<file path="src/common/boot_loader_regs.vh">
`ifndef BOOT_LOADER_REGS_VH
`define BOOT_LOADER_REGS_VH
// bus timing and clock rate
`define CLK_HZ 200000000
`define STD_HZ 100000
`define FAST_HZ 400000
`define BIT_QUARTERS 4
// eeprom device address and transfer direction
`define EE_DEV_ADDR 7'h50
`define I2C_WR 1'b0
`define I2C_RD 1'b1
// image layout
`define IMG_SPEED_ADDR 10'h001
`define IMG_SPEED_BIT 7
`define IMG_CRC_ADDR 10'h39e
`define IMG_LAST_DATA 10'h39d
`define IMG_FIRST 10'h000
// crc and retries
`define CRC_POLY 8'h07
`define CRC_INIT 8'h00
`define MAX_RETRY 2'h3
// page layout of the register map
`define PAGE_SEL_OFS 7'h7f
`define PAGE_SHIFT 7
`endif

</file>
<file path="src/bus_bit_engine.v">
`timescale 1ns/1ps
`include "boot_loader_regs.vh"
// open-drain byte engine: start, stop, byte write or byte read
module bus_bit_engine #(
  parameter TO_CYCLES = 20000
) (
  // clock and reset
  input wire clk,
  input wire rst_b,
  // command
  input wire [15:0] half_div,
  input wire [2:0] cmd,
  input wire cmd_go,
  input wire [7:0] tx_byte,
  input wire rx_ack_bit,
  output reg busy,
  output reg done,
  output reg [7:0] rx_byte_r,
  output reg nack_r,
  output reg tmo_r,
  // synchronised pin levels
  input wire scl_in,
  input wire sda_in,
  // pin drive (1 = pull low)
  output reg scl_low_r,
  output reg sda_low_r
);
  localparam C_START = 3'd1;
  localparam C_STOP = 3'd2;
  localparam C_WR = 3'd3;
  localparam C_RD = 3'd4;
  reg [2:0] op_r;
  reg [3:0] bit_r;
  reg [1:0] ph_r;
  reg [15:0] cnt_r;
  reg [8:0] sh_r;
  reg [31:0] to_r;
  wire tick = (cnt_r == 16'h0000);
  // quarter-bit phase stepper; slave never stretches, so bus runs open loop
  always @(posedge clk) begin
    done <= 1'b0;
    if (!rst_b) begin
      busy <= 1'b0;
      op_r <= 3'h0;
      bit_r <= 4'h0;
      ph_r <= 2'h0;
      cnt_r <= 16'h0000;
      sh_r <= 9'h000;
      to_r <= 32'h0;
      rx_byte_r <= 8'h00;
      nack_r <= 1'b0;
      tmo_r <= 1'b0;
      scl_low_r <= 1'b0;
      sda_low_r <= 1'b0;
    end else if (!busy) begin
      if (cmd_go) begin
        busy <= 1'b1;
        op_r <= cmd;
        bit_r <= 4'h0;
        ph_r <= 2'h0;
        cnt_r <= half_div;
        nack_r <= 1'b0;
        tmo_r <= 1'b0;
        to_r <= 32'h0;
        sh_r <= (cmd == C_RD) ? {8'hff, ~rx_ack_bit} : {tx_byte, 1'b1};
      end
    end else begin
      cnt_r <= tick ? half_div : cnt_r - 16'h0001;
      // ack wait guard: clock held high with data still floating counts as no response
      if (op_r == C_WR && bit_r == 4'h8 && ph_r == 2'h2 && sda_in)
        to_r <= to_r + 32'h1;
      if (tick) begin
        ph_r <= ph_r + 2'h1;
        case (op_r)
          C_START: begin
            case (ph_r)
              2'h0: begin sda_low_r <= 1'b0; scl_low_r <= 1'b0; end
              2'h1: sda_low_r <= 1'b1;
              2'h2: scl_low_r <= 1'b1;
              default: begin busy <= 1'b0; done <= 1'b1; end
            endcase
          end
          C_STOP: begin
            case (ph_r)
              2'h0: begin scl_low_r <= 1'b1; sda_low_r <= 1'b1; end
              2'h1: scl_low_r <= 1'b0;
              2'h2: sda_low_r <= 1'b0;
              default: begin busy <= 1'b0; done <= 1'b1; end
            endcase
          end
          C_WR, C_RD: begin
            case (ph_r)
              2'h0: sda_low_r <= ~sh_r[8];
              2'h1: scl_low_r <= 1'b0;
              2'h2: begin
                sh_r <= {sh_r[7:0], sda_in};
                if (bit_r == 4'h8) begin
                  if (op_r == C_WR) begin
                    nack_r <= sda_in;
                    tmo_r <= sda_in && (to_r >= TO_CYCLES);
                  end else begin
                    rx_byte_r <= sh_r[7:0];
                  end
                end
              end
              default: begin
                scl_low_r <= 1'b1;
                // data stays put as the clock falls; phase 0 of the next bit, or of the next command after the ack bit, moves it
                if (bit_r == 4'h8) begin
                  busy <= 1'b0;
                  done <= 1'b1;
                end
                bit_r <= bit_r + 4'h1;
              end
            endcase
          end
          default: begin busy <= 1'b0; done <= 1'b1; end
        endcase
      end
    end
  end
endmodule

</file>
<file path="src/eeprom_boot_loader.v">
`timescale 1ns/1ps
`include "boot_loader_regs.vh"
// Operation
// - run only when both mode pins high
// - start after reset release and calibration
// - eeprom addressed as 7-bit 1010000
// - short read at 100 kHz, then full read
// - speed bit selects 400 kHz full read
// - one block read 0x000..0x39E into map
// - always two word-address bytes
// - crc-8 poly 0x07 over 0x000..0x39D
// - nack, crc mismatch, timeout fail attempt
// - retry three times then abort flag
// - abort holds both pins low
// - success leaves pins high, done flag
// - host port locked out during loading
// - sole master, read only, no stretching
// - page select at 0x7F targets page
module eeprom_boot_loader #(
  parameter TO_CYCLES = 20000,
  parameter SYS_HZ = `CLK_HZ
) (
  // clock and reset
  input wire clk,
  input wire rst_b,
  // device status inputs
  input wire calib_done,
  input wire fail_clear,
  // bus clock pin
  input wire loader_bus_clock_pin_in,
  output wire loader_bus_clock_pin_out,
  output wire loader_bus_clock_pin_oe,
  // bus data pin
  input wire loader_bus_data_pin_in,
  output wire loader_bus_data_pin_out,
  output wire loader_bus_data_pin_oe,
  // map write port
  output reg map_wr_r,
  output reg [6:0] map_page_r,
  output reg [6:0] map_offset_r,
  output reg [7:0] map_data_r,
  // status
  output reg boot_done_r,
  output reg boot_fail_r,
  output wire host_port_enable,
  output reg loading_r
);
  localparam S_IDLE = 4'd0;
  localparam S_START = 4'd1;
  localparam S_DEVW = 4'd2;
  localparam S_AHI = 4'd3;
  localparam S_ALO = 4'd4;
  localparam S_RSTART = 4'd5;
  localparam S_DEVR = 4'd6;
  localparam S_READ = 4'd7;
  localparam S_STOP = 4'd8;
  localparam S_EVAL = 4'd9;
  localparam S_OK = 4'd10;
  localparam S_FAIL = 4'd11;
  localparam S_OFF = 4'd12;
  localparam S_RDGO = 4'd13;
  // quarter-bit dividers, cut to the engine's counter width on purpose
  localparam integer STD_DIV_I = SYS_HZ / (`STD_HZ * `BIT_QUARTERS) - 1;
  localparam integer FAST_DIV_I = SYS_HZ / (`FAST_HZ * `BIT_QUARTERS) - 1;
  localparam [15:0] STD_DIV = STD_DIV_I[15:0];
  localparam [15:0] FAST_DIV = FAST_DIV_I[15:0];

  function [7:0] crc_step;
    input [7:0] c;
    input [7:0] d;
    integer i;
    reg [7:0] x;
    begin
      x = c ^ d;
      for (i = 0; i < 8; i = i + 1)
        x = x[7] ? ((x << 1) ^ `CRC_POLY) : (x << 1);
      crc_step = x;
    end
  endfunction

  reg [1:0] scl_s, sda_s;
  reg armed_r, mode_ok_r;
  reg [3:0] st_r;
  reg [1:0] retry_r;
  reg full_r, fast_r, go_r, fail_r;
  reg [2:0] cmd_r;
  reg [7:0] tx_r;
  reg [9:0] addr_r;
  reg [7:0] crc_r;
  wire done, nack, tmo, scl_low, sda_low;
  wire [7:0] rx;
  wire [9:0] last_addr = full_r ? `IMG_CRC_ADDR : `IMG_SPEED_ADDR;

  // two-flop synchronisers on both pins; they run through reset so the
  // straps caught at release are the real pin levels
  always @(posedge clk) begin
    scl_s <= {scl_s[0], loader_bus_clock_pin_in};
    sda_s <= {sda_s[0], loader_bus_data_pin_in};
  end

  // mode straps caught on first cycle after reset release
  always @(posedge clk) begin
    if (!rst_b) begin
      armed_r <= 1'b1;
      mode_ok_r <= 1'b0;
    end else if (armed_r) begin
      armed_r <= 1'b0;
      mode_ok_r <= scl_s[1] & sda_s[1];
    end
  end

  bus_bit_engine #(.TO_CYCLES(TO_CYCLES)) u_eng (
    .clk(clk),
    .rst_b(rst_b),
    .half_div(fast_r ? FAST_DIV : STD_DIV),
    .cmd(cmd_r),
    .cmd_go(go_r),
    .tx_byte(tx_r),
    .rx_ack_bit(addr_r != last_addr),
    .busy(),
    .done(done),
    .rx_byte_r(rx),
    .nack_r(nack),
    .tmo_r(tmo),
    .scl_in(scl_s[1]),
    .sda_in(sda_s[1]),
    .scl_low_r(scl_low),
    .sda_low_r(sda_low)
  );

  // abort forces both pins low; otherwise the engine drives open-drain
  assign loader_bus_clock_pin_out = 1'b0;
  assign loader_bus_data_pin_out = 1'b0;
  assign loader_bus_clock_pin_oe = (st_r == S_FAIL) | scl_low;
  assign loader_bus_data_pin_oe = (st_r == S_FAIL) | sda_low;
  assign host_port_enable = ~loading_r & ~armed_r;

  // boot sequencer
  always @(posedge clk) begin
    go_r <= 1'b0;
    map_wr_r <= 1'b0;
    if (!rst_b) begin
      st_r <= S_IDLE;
      retry_r <= 2'h0;
      full_r <= 1'b0;
      fast_r <= 1'b0;
      fail_r <= 1'b0;
      cmd_r <= 3'h0;
      tx_r <= 8'h00;
      addr_r <= `IMG_FIRST;
      crc_r <= `CRC_INIT;
      map_page_r <= 7'h00;
      map_offset_r <= 7'h00;
      map_data_r <= 8'h00;
      boot_done_r <= 1'b0;
      boot_fail_r <= 1'b0;
      loading_r <= 1'b1;
    end else begin
      case (st_r)
        S_IDLE: begin
          if (!armed_r && !mode_ok_r) begin
            loading_r <= 1'b0; // host serial port mode instead
            st_r <= S_OFF;
          end else if (!armed_r && calib_done) begin
            full_r <= 1'b0;
            fast_r <= 1'b0; // short read always at 100 kHz
            st_r <= S_START;
          end
        end
        S_START: begin
          // every attempt starts from image address zero, crc cleared
          addr_r <= `IMG_FIRST;
          crc_r <= `CRC_INIT;
          fail_r <= 1'b0;
          map_page_r <= 7'h00;
          cmd_r <= 3'd1;
          go_r <= 1'b1;
          st_r <= S_DEVW;
        end
        S_DEVW, S_AHI, S_ALO, S_RSTART, S_DEVR, S_RDGO: begin
          if (done) begin
            if (nack || tmo) begin
              fail_r <= 1'b1;
              cmd_r <= 3'd2;
              go_r <= 1'b1;
              st_r <= S_STOP;
            end else begin
              go_r <= 1'b1;
              st_r <= st_r + 4'd1;
              case (st_r)
                S_DEVW: begin cmd_r <= 3'd3; tx_r <= {`EE_DEV_ADDR, `I2C_WR}; end
                S_AHI: begin cmd_r <= 3'd3; tx_r <= 8'h00; end
                S_ALO: begin cmd_r <= 3'd3; tx_r <= 8'h00; end
                S_RSTART: cmd_r <= 3'd1;
                // repeated start done: send the read address byte
                S_DEVR: begin
                  cmd_r <= 3'd3;
                  tx_r <= {`EE_DEV_ADDR, `I2C_RD};
                  st_r <= S_RDGO;
                end
                // read address acknowledged: fetch the first data byte
                default: begin
                  cmd_r <= 3'd4;
                  st_r <= S_READ;
                end
              endcase
            end
          end
        end
        S_READ: begin
          if (done) begin
            // byte lands at matching map offset, page from the last byte read at offset 0x7F
            map_wr_r <= full_r;
            map_data_r <= rx;
            map_offset_r <= addr_r[6:0];
            if (full_r && addr_r[6:0] == `PAGE_SEL_OFS)
              map_page_r <= rx[6:0];
            if (addr_r <= `IMG_LAST_DATA)
              crc_r <= crc_step(crc_r, rx);
            else if (rx != crc_r)
              fail_r <= full_r;
            if (addr_r == `IMG_SPEED_ADDR && !full_r)
              fast_r <= rx[`IMG_SPEED_BIT];
            if (addr_r == last_addr) begin
              cmd_r <= 3'd2;
              st_r <= S_STOP;
            end else begin
              cmd_r <= 3'd4;
            end
            go_r <= 1'b1;
            addr_r <= addr_r + 10'h001;
          end
        end
        S_STOP: begin
          if (done)
            st_r <= S_EVAL;
        end
        S_EVAL: begin
          if (fail_r) begin
            // retry from short read, three restarts then abort
            if (retry_r == `MAX_RETRY) begin
              boot_fail_r <= 1'b1;
              st_r <= S_FAIL;
            end else begin
              retry_r <= retry_r + 2'h1;
              full_r <= 1'b0;
              fast_r <= 1'b0;
              st_r <= S_START;
            end
          end else if (!full_r) begin
            full_r <= 1'b1;
            st_r <= S_START;
          end else begin
            boot_done_r <= 1'b1;
            loading_r <= 1'b0;
            st_r <= S_OK;
          end
        end
        S_FAIL: begin
          if (fail_clear) begin
            boot_fail_r <= 1'b0;
            loading_r <= 1'b0;
            st_r <= S_OFF;
          end
        end
        S_OK, S_OFF: st_r <= st_r;
        default: st_r <= S_IDLE;
      endcase
    end
  end
endmodule

</file>
<file path="config.mk">
export PLATFORM = sky130hd
export DESIGN_NAME = eeprom_boot_loader
export DESIGN_NICKNAME = d
export VERILOG_FILES = /design/src/bus_bit_engine.v /design/src/eeprom_boot_loader.v
export VERILOG_INCLUDE_DIRS = /design/src /design/src/common
export SDC_FILE = /design/constraint.sdc
export NUM_CORES = 1
export LEC_CHECK = 0
export BUFFER_PORTS_ARGS = -buffer_cell sky130_fd_sc_hd__buf_2
export CAP_MARGIN = 10
export CORE_MARGIN = 5
export CORE_UTILIZATION = 56
export CTS_BUF_LIST = sky130_fd_sc_hd__clkbuf_16
export DETAILED_ROUTE_END_ITERATION = 12
export PLACE_DENSITY_LB_ADDON = 0.15
export SYNTH_ARGS = -nofsm -noshare
export SYNTH_HDL_FRONTEND = slang
export SYNTH_HIERARCHICAL = 1
export SYNTH_SLANG_ARGS = --single-unit
</file>
<file path="constraint.sdc">
create_clock -name clk -period 2 [get_ports clk]
set_input_delay 0.4 -clock clk [delete_from_list [all_inputs] [get_ports clk]]
set_output_delay 0.4 -clock clk [all_outputs]
set_load 0.05 [all_outputs]
</file>
==> report_table.html <==
<table>
<tr><th>Metric</th><th>Value</th></tr>
<tr><th colspan="2">Run status</th></tr>
<tr><td>Status</td><td>complete, but fails checks</td></tr>
<tr><td>Violated checks</td><td>negative setup slack</td></tr>
<tr><th colspan="2">Min path</th></tr>
<tr><td>Critical hold path startpoint</td><td>loader_bus_data_pin_in</td></tr>
<tr><td>Hold path endpoint</td><td>sda_s[0]$_DFF_P_</td></tr>
<tr><td>Min-Delay Path Class</td><td>in2reg</td></tr>
<tr><td>Cell depth of the worst hold path</td><td>1</td></tr>
<tr><th colspan="2">Synth</th></tr>
<tr><td>Area fraction of the dominant cell type after synthesis</td><td>37.13%</td></tr>
<tr><td>Per-instance average area after synthesis</td><td>8.170 um2</td></tr>
<tr><td>Total of flip-flops plus latches after synthesis</td><td>145</td></tr>
<tr><td>Syn Inst Count</td><td>957</td></tr>
<tr><td>Number of distinct library cells after synthesis</td><td>84</td></tr>
<tr><td>Number of flops mapped to enable cells by yosys</td><td>0</td></tr>
<tr><td>Async S/R FF share, synth</td><td>0%</td></tr>
<tr><td>Dominant register cell in the synthesized netlist</td><td>dfxtp_1</td></tr>
<tr><td>Post-synthesis instance area</td><td>7819 um2</td></tr>
<tr><td>YS warnings</td><td>6</td></tr>
<tr><td>Top cells by count, synth</td><td>dfxtp_1 (145), nand2_1 (98), nor2_1 (96), a21oi_1 (79), o21ai_0 (45)</td></tr>
<tr><td>Sequential fraction of the synthesis area</td><td>37.13%</td></tr>
<tr><td>Biggest area contributors in the synthesized netlist</td><td>dfxtp_1 (37%), a21oi_1 (5.1%), nand2_1 (4.7%)</td></tr>
<tr><td>Biggest area consumer among synthesized cells</td><td>dfxtp_1</td></tr>
<tr><td>Most used standard cell by instance count after synthesis</td><td>dfxtp_1</td></tr>
<tr><th colspan="2">Critical path</th></tr>
<tr><td>Type of the setup path with the least slack</td><td>reg2reg</td></tr>
<tr><td>Highest cell delay on the worst timing path</td><td>0.37 ns</td></tr>
<tr><td>Number of logic stages on the critical path including buffering</td><td>7</td></tr>
<tr><td>Top Family by Delay on Critical Path</td><td>compound AO/OA/AOI/OAI gates</td></tr>
<tr><td>Critical path buffer and inverter count</td><td>1</td></tr>
<tr><td>Critical register-to-register path startpoint</td><td>st_r[1]$_SDFFE_PN0P_</td></tr>
<tr><td>Worst Setup End Kind</td><td>flip-flop</td></tr>
<tr><td>Series of cell instances along the critical path</td><td>buf_4 &gt; ha_4 &gt; a211oi_2 &gt; o211ai_1 &gt; a221oi_4 &gt; nand2b_4 &gt; o311a_1</td></tr>
<tr><td>Nature of the critical path startpoint</td><td>flip-flop</td></tr>
<tr><td>Worst endpoint required time</td><td>2.31 ns</td></tr>
<tr><td>Highest fanout seen on the critical path</td><td>3</td></tr>
<tr><td>Endpoint arrival time on the critical path</td><td>2.34 ns</td></tr>
<tr><td>R2R setup slack</td><td>-0.03 ns</td></tr>
<tr><td>Cell at the slowest stage of the critical path</td><td>a221oi_4</td></tr>
<tr><td>Capturing point of the worst reg2reg path</td><td>st_r[0]$_SDFFE_PN0P_</td></tr>
<tr><td>FF-to-FF path depth</td><td>7</td></tr>
<tr><th colspan="2">Global route</th></tr>
<tr><td>Total grt overflow</td><td>0</td></tr>
<tr><td>Fraction of met2 tracks used by global routing</td><td>40.33%</td></tr>
<tr><td>GRT Resource Usage Total</td><td>25.14%</td></tr>
<tr><td>Number of global-route vias before repair</td><td>6,998</td></tr>
<tr><td>Busiest layer in global routing</td><td>met2</td></tr>
<tr><td>Met3 track utilization from global routing</td><td>5.292%</td></tr>
<tr><td>Initial antenna violation count</td><td>0</td></tr>
<tr><td>Global routing met1 resource utilization</td><td>34.14%</td></tr>
<tr><td>Pin count of the biggest net entering global routing</td><td>25</td></tr>
<tr><td>First-pass GRT wire length</td><td>34,020 um</td></tr>
<tr><th colspan="2">Detailed routing</th></tr>
<tr><td>Via density</td><td>5.815</td></tr>
<tr><td>Average wire length per cell after detail routing</td><td>16.12 um</td></tr>
<tr><td>Number of vias in the routed layout</td><td>7,484</td></tr>
<tr><td>Total wire length</td><td>20,750 um</td></tr>
<tr><td>Antenna viol nets, final</td><td>0</td></tr>
<tr><td>DRC marker count from the first detailed-route iteration</td><td>524</td></tr>
<tr><td>DRC</td><td>0</td></tr>
<tr><td>First-pass iteration count of the detailed router</td><td>5</td></tr>
<tr><th colspan="2">Placement</th></tr>
<tr><td>IO buf count</td><td>34</td></tr>
<tr><td>Final Wtd Congestion</td><td>0.9062</td></tr>
<tr><td>Detailed placement HPWL</td><td>14,600 um</td></tr>
<tr><th colspan="2">Timing</th></tr>
<tr><td>Final Critical Period</td><td>2.031 ns</td></tr>
<tr><td>Slew Viols, Final</td><td>0</td></tr>
<tr><td>Least-Margin Pin Slew</td><td>0.5034 ns</td></tr>
<tr><td>Final-report hold violation count</td><td>0</td></tr>
<tr><td>Final period utilization</td><td>101.5%</td></tr>
<tr><td>WHS</td><td>0.06918 ns</td></tr>
<tr><td>Clock skew after layout</td><td>0.009561 ns</td></tr>
<tr><td>Headroom to the max-slew limit</td><td>66.20%</td></tr>
<tr><td>Unrepaired setup endpoints after global routing</td><td>true</td></tr>
<tr><td>Smallest setup slack after layout</td><td>-0.03084 ns</td></tr>
<tr><td>Setup violators final</td><td>3</td></tr>
<tr><td>Fmax</td><td>492.4 MHz</td></tr>
<tr><th colspan="2">Final layout</th></tr>
<tr><td>Final core utilization</td><td>71.55%</td></tr>
<tr><td>Net count, final</td><td>1,121</td></tr>
<tr><td>Share of final-layout standard cells stronger than drive strength 1</td><td>23.85%</td></tr>
<tr><td>Fillcell total</td><td>1,131</td></tr>
<tr><td>Antenna Cells</td><td>0</td></tr>
<tr><td>Synth-to-layout area growth</td><td>26.04%</td></tr>
<tr><th colspan="2">Power</th></tr>
<tr><td>Power per unit of standard cell area</td><td>1148 nW/um2</td></tr>
<tr><td>Cell leakage power</td><td>3.832 nW</td></tr>
<tr><td>Worst IR drop on VDD</td><td>0.0007309 V</td></tr>
<tr><th colspan="2">Die</th></tr>
<tr><td>Number of placed I/O pins</td><td>37</td></tr>
<tr><td>Height of the chip</td><td>128.2 um</td></tr>
<tr><td>Area of the die</td><td>16,430 um2</td></tr>
<tr><td>Number of rows created at floorplan</td><td>43</td></tr>
<tr><td>Initial standard-cell utilization of the core</td><td>56.77%</td></tr>
<tr><td>Die span in x</td><td>128.2 um</td></tr>
<tr><td>Core footprint</td><td>13,770 um2</td></tr>
<tr><th colspan="2">Job</th></tr>
<tr><td>Number of max-cap violations</td><td>0</td></tr>
<tr><th colspan="2">Clocking</th></tr>
<tr><td>Maximum root-to-sink buffer count</td><td>2</td></tr>
<tr><td>Insertion delay of the later-clocked pin in the worst-skew pair</td><td>0.43 ns</td></tr>
<tr><td>CTS clock-pin slew for the worst setup and hold paths</td><td>0.07 ns</td></tr>
<tr><td>Number of buffers created by CTS</td><td>17</td></tr>
<tr><td>H-tree level count</td><td>4</td></tr>
<tr><td>CTS tree</td><td>built</td></tr>
<tr><td>CTS root buf</td><td>clkbuf_16</td></tr>
<tr><td>Number of sinks on the clock net</td><td>145</td></tr>
</table>
[through the flow]
stage	area [um2]	setup WS [ns]	total power, mW	TNS [ns]	std cells
finish	9854	-0.03084	11.31	-0.08735	1287
global route	9854	-0.1020	11.88	-0.6417	1287
CTS	9548	-0.01158	10.78	-0.02339	1277
detailed placement	8875	-0.06651	7.503	-0.4249	1240
global placement	8875	-0.04899	7.477	-0.1029	1240
floorplan	7923	0.007946	6.138	0	979
[layout make-up]
type	count	area, um2	share of cell area, %
clock inverters	15	168.9	1.714
well taps	180	225.2	2.285
inverters	29	108.9	1.105
repair buffers	153	1150	11.67
clock buffers	17	425.4	4.317
multi-input cells	748	4856	49.28
flip-flops and latches	145	2920	29.63
[what timing repair did]
item,4_1_cts,5_1_grt
pin swaps,7,19
cloned,0,1
setup endpoints to repair,15,65
gates resized for setup,13,59
hold endpoints to repair,0,0
hold buffers,0,0
buffers inserted,5,9
[worst reg2reg max path: stages (launching register included)]
cell and delay, ns:
dfxtp_4 0.36, buf_4 0.15, ha_4 0.16, a211oi_2 0.25, o211ai_1 0.19, a221oi_4 0.37, nand2b_4 0.09, o311a_1 0.36
[metal layers]
layer | routed length [um] | up-vias | part of all wire (%)
met2 | 9811 | 211 | 47
met3 | 972 | 42 | 4.7
met1 | 9563 | 3530 | 46
met4 | 401 | 0 | 1.9
li1 | - | 3701 | -
met5 | 0 | - | 0
[where the power goes]
| group | switching (mW) | internal, mW | total [mW] |
|---|---|---|---|
| clock | 1.35 | 1.87 | 3.22 |
| sequential | 0.293 | 3.14 | 3.44 |
| combinational | 2.49 | 2.16 | 4.65 |
| total | 4.13 | 7.17 | 11.3 |
[cells in the final DEF (no fill, tap or decap), types with 22 or more instances in the layout]
cell type,synthesis,routed
inv_1,29,23
nand3_1,29,28
xnor2_1,30,30
buf_4,4,111
o21ai_0,45,40
a21oi_1,79,73
nor3_1,24,22
conb_1,2,24
nand4_1,22,22
dfxtp_1,145,137
nor2_1,96,95
nand2_1,98,98
xor2_1,22,22
buf_2,9,32
[flip-flops by register name, indices dropped and copies added, names as in the netlist, 7 cells and up]
| signal | count |
|---|---|
| crc_r | 8 |
| map_offset_r | 7 |
| u_eng/sh_r | 9 |
| map_data_r | 8 |
| u_eng/to_r | 32 |
| u_eng/cnt_r | 16 |
| u_eng/rx_byte_r | 8 |
| addr_r | 10 |
| map_page_r | 7 |
[worst max-delay path by stage]
stage / end / slack (ns) / startpoint
finish: st_r[0]$_SDFFE_PN0P_ / -0.03 / st_r[1]$_SDFFE_PN0P_
global route: loader_bus_clock_pin_oe / -0.10 / st_r[0]$_SDFFE_PN0P_
CTS: addr_r[9]$_SDFFE_PN0P_ / -0.01 / st_r[1]$_SDFFE_PN0P_
detailed placement: st_r[0]$_SDFFE_PN0P_ / -0.07 / st_r[0]$_SDFFE_PN0P_
global placement: tx_r[0]$_SDFFE_PN0P_ / -0.05 / st_r[0]$_SDFFE_PN0P_
floorplan: st_r[0]$_SDFFE_PN0P_ / 0.008 / st_r[0]$_SDFFE_PN0P_
[cells by family (layout without fill, tap and decap cells)]
logic type | Yosys count | in the layout | synth area share [%]
AOI/OAI and AO/OA | 232 | 232 | 19.30
xor gates and xnor gates | 52 | 52 | 5.825
adders and majority gates | 21 | 21 | 3.361
buffers and inverters | 86 | 214 | 4.672
DFF | 145 | 145 | 37.13
muxes | 20 | 20 | 2.608
other | 2 | 24 | 0.09605
and+or+nand+nor | 399 | 399 | 27.01
(Power assumes the default switching activity.)
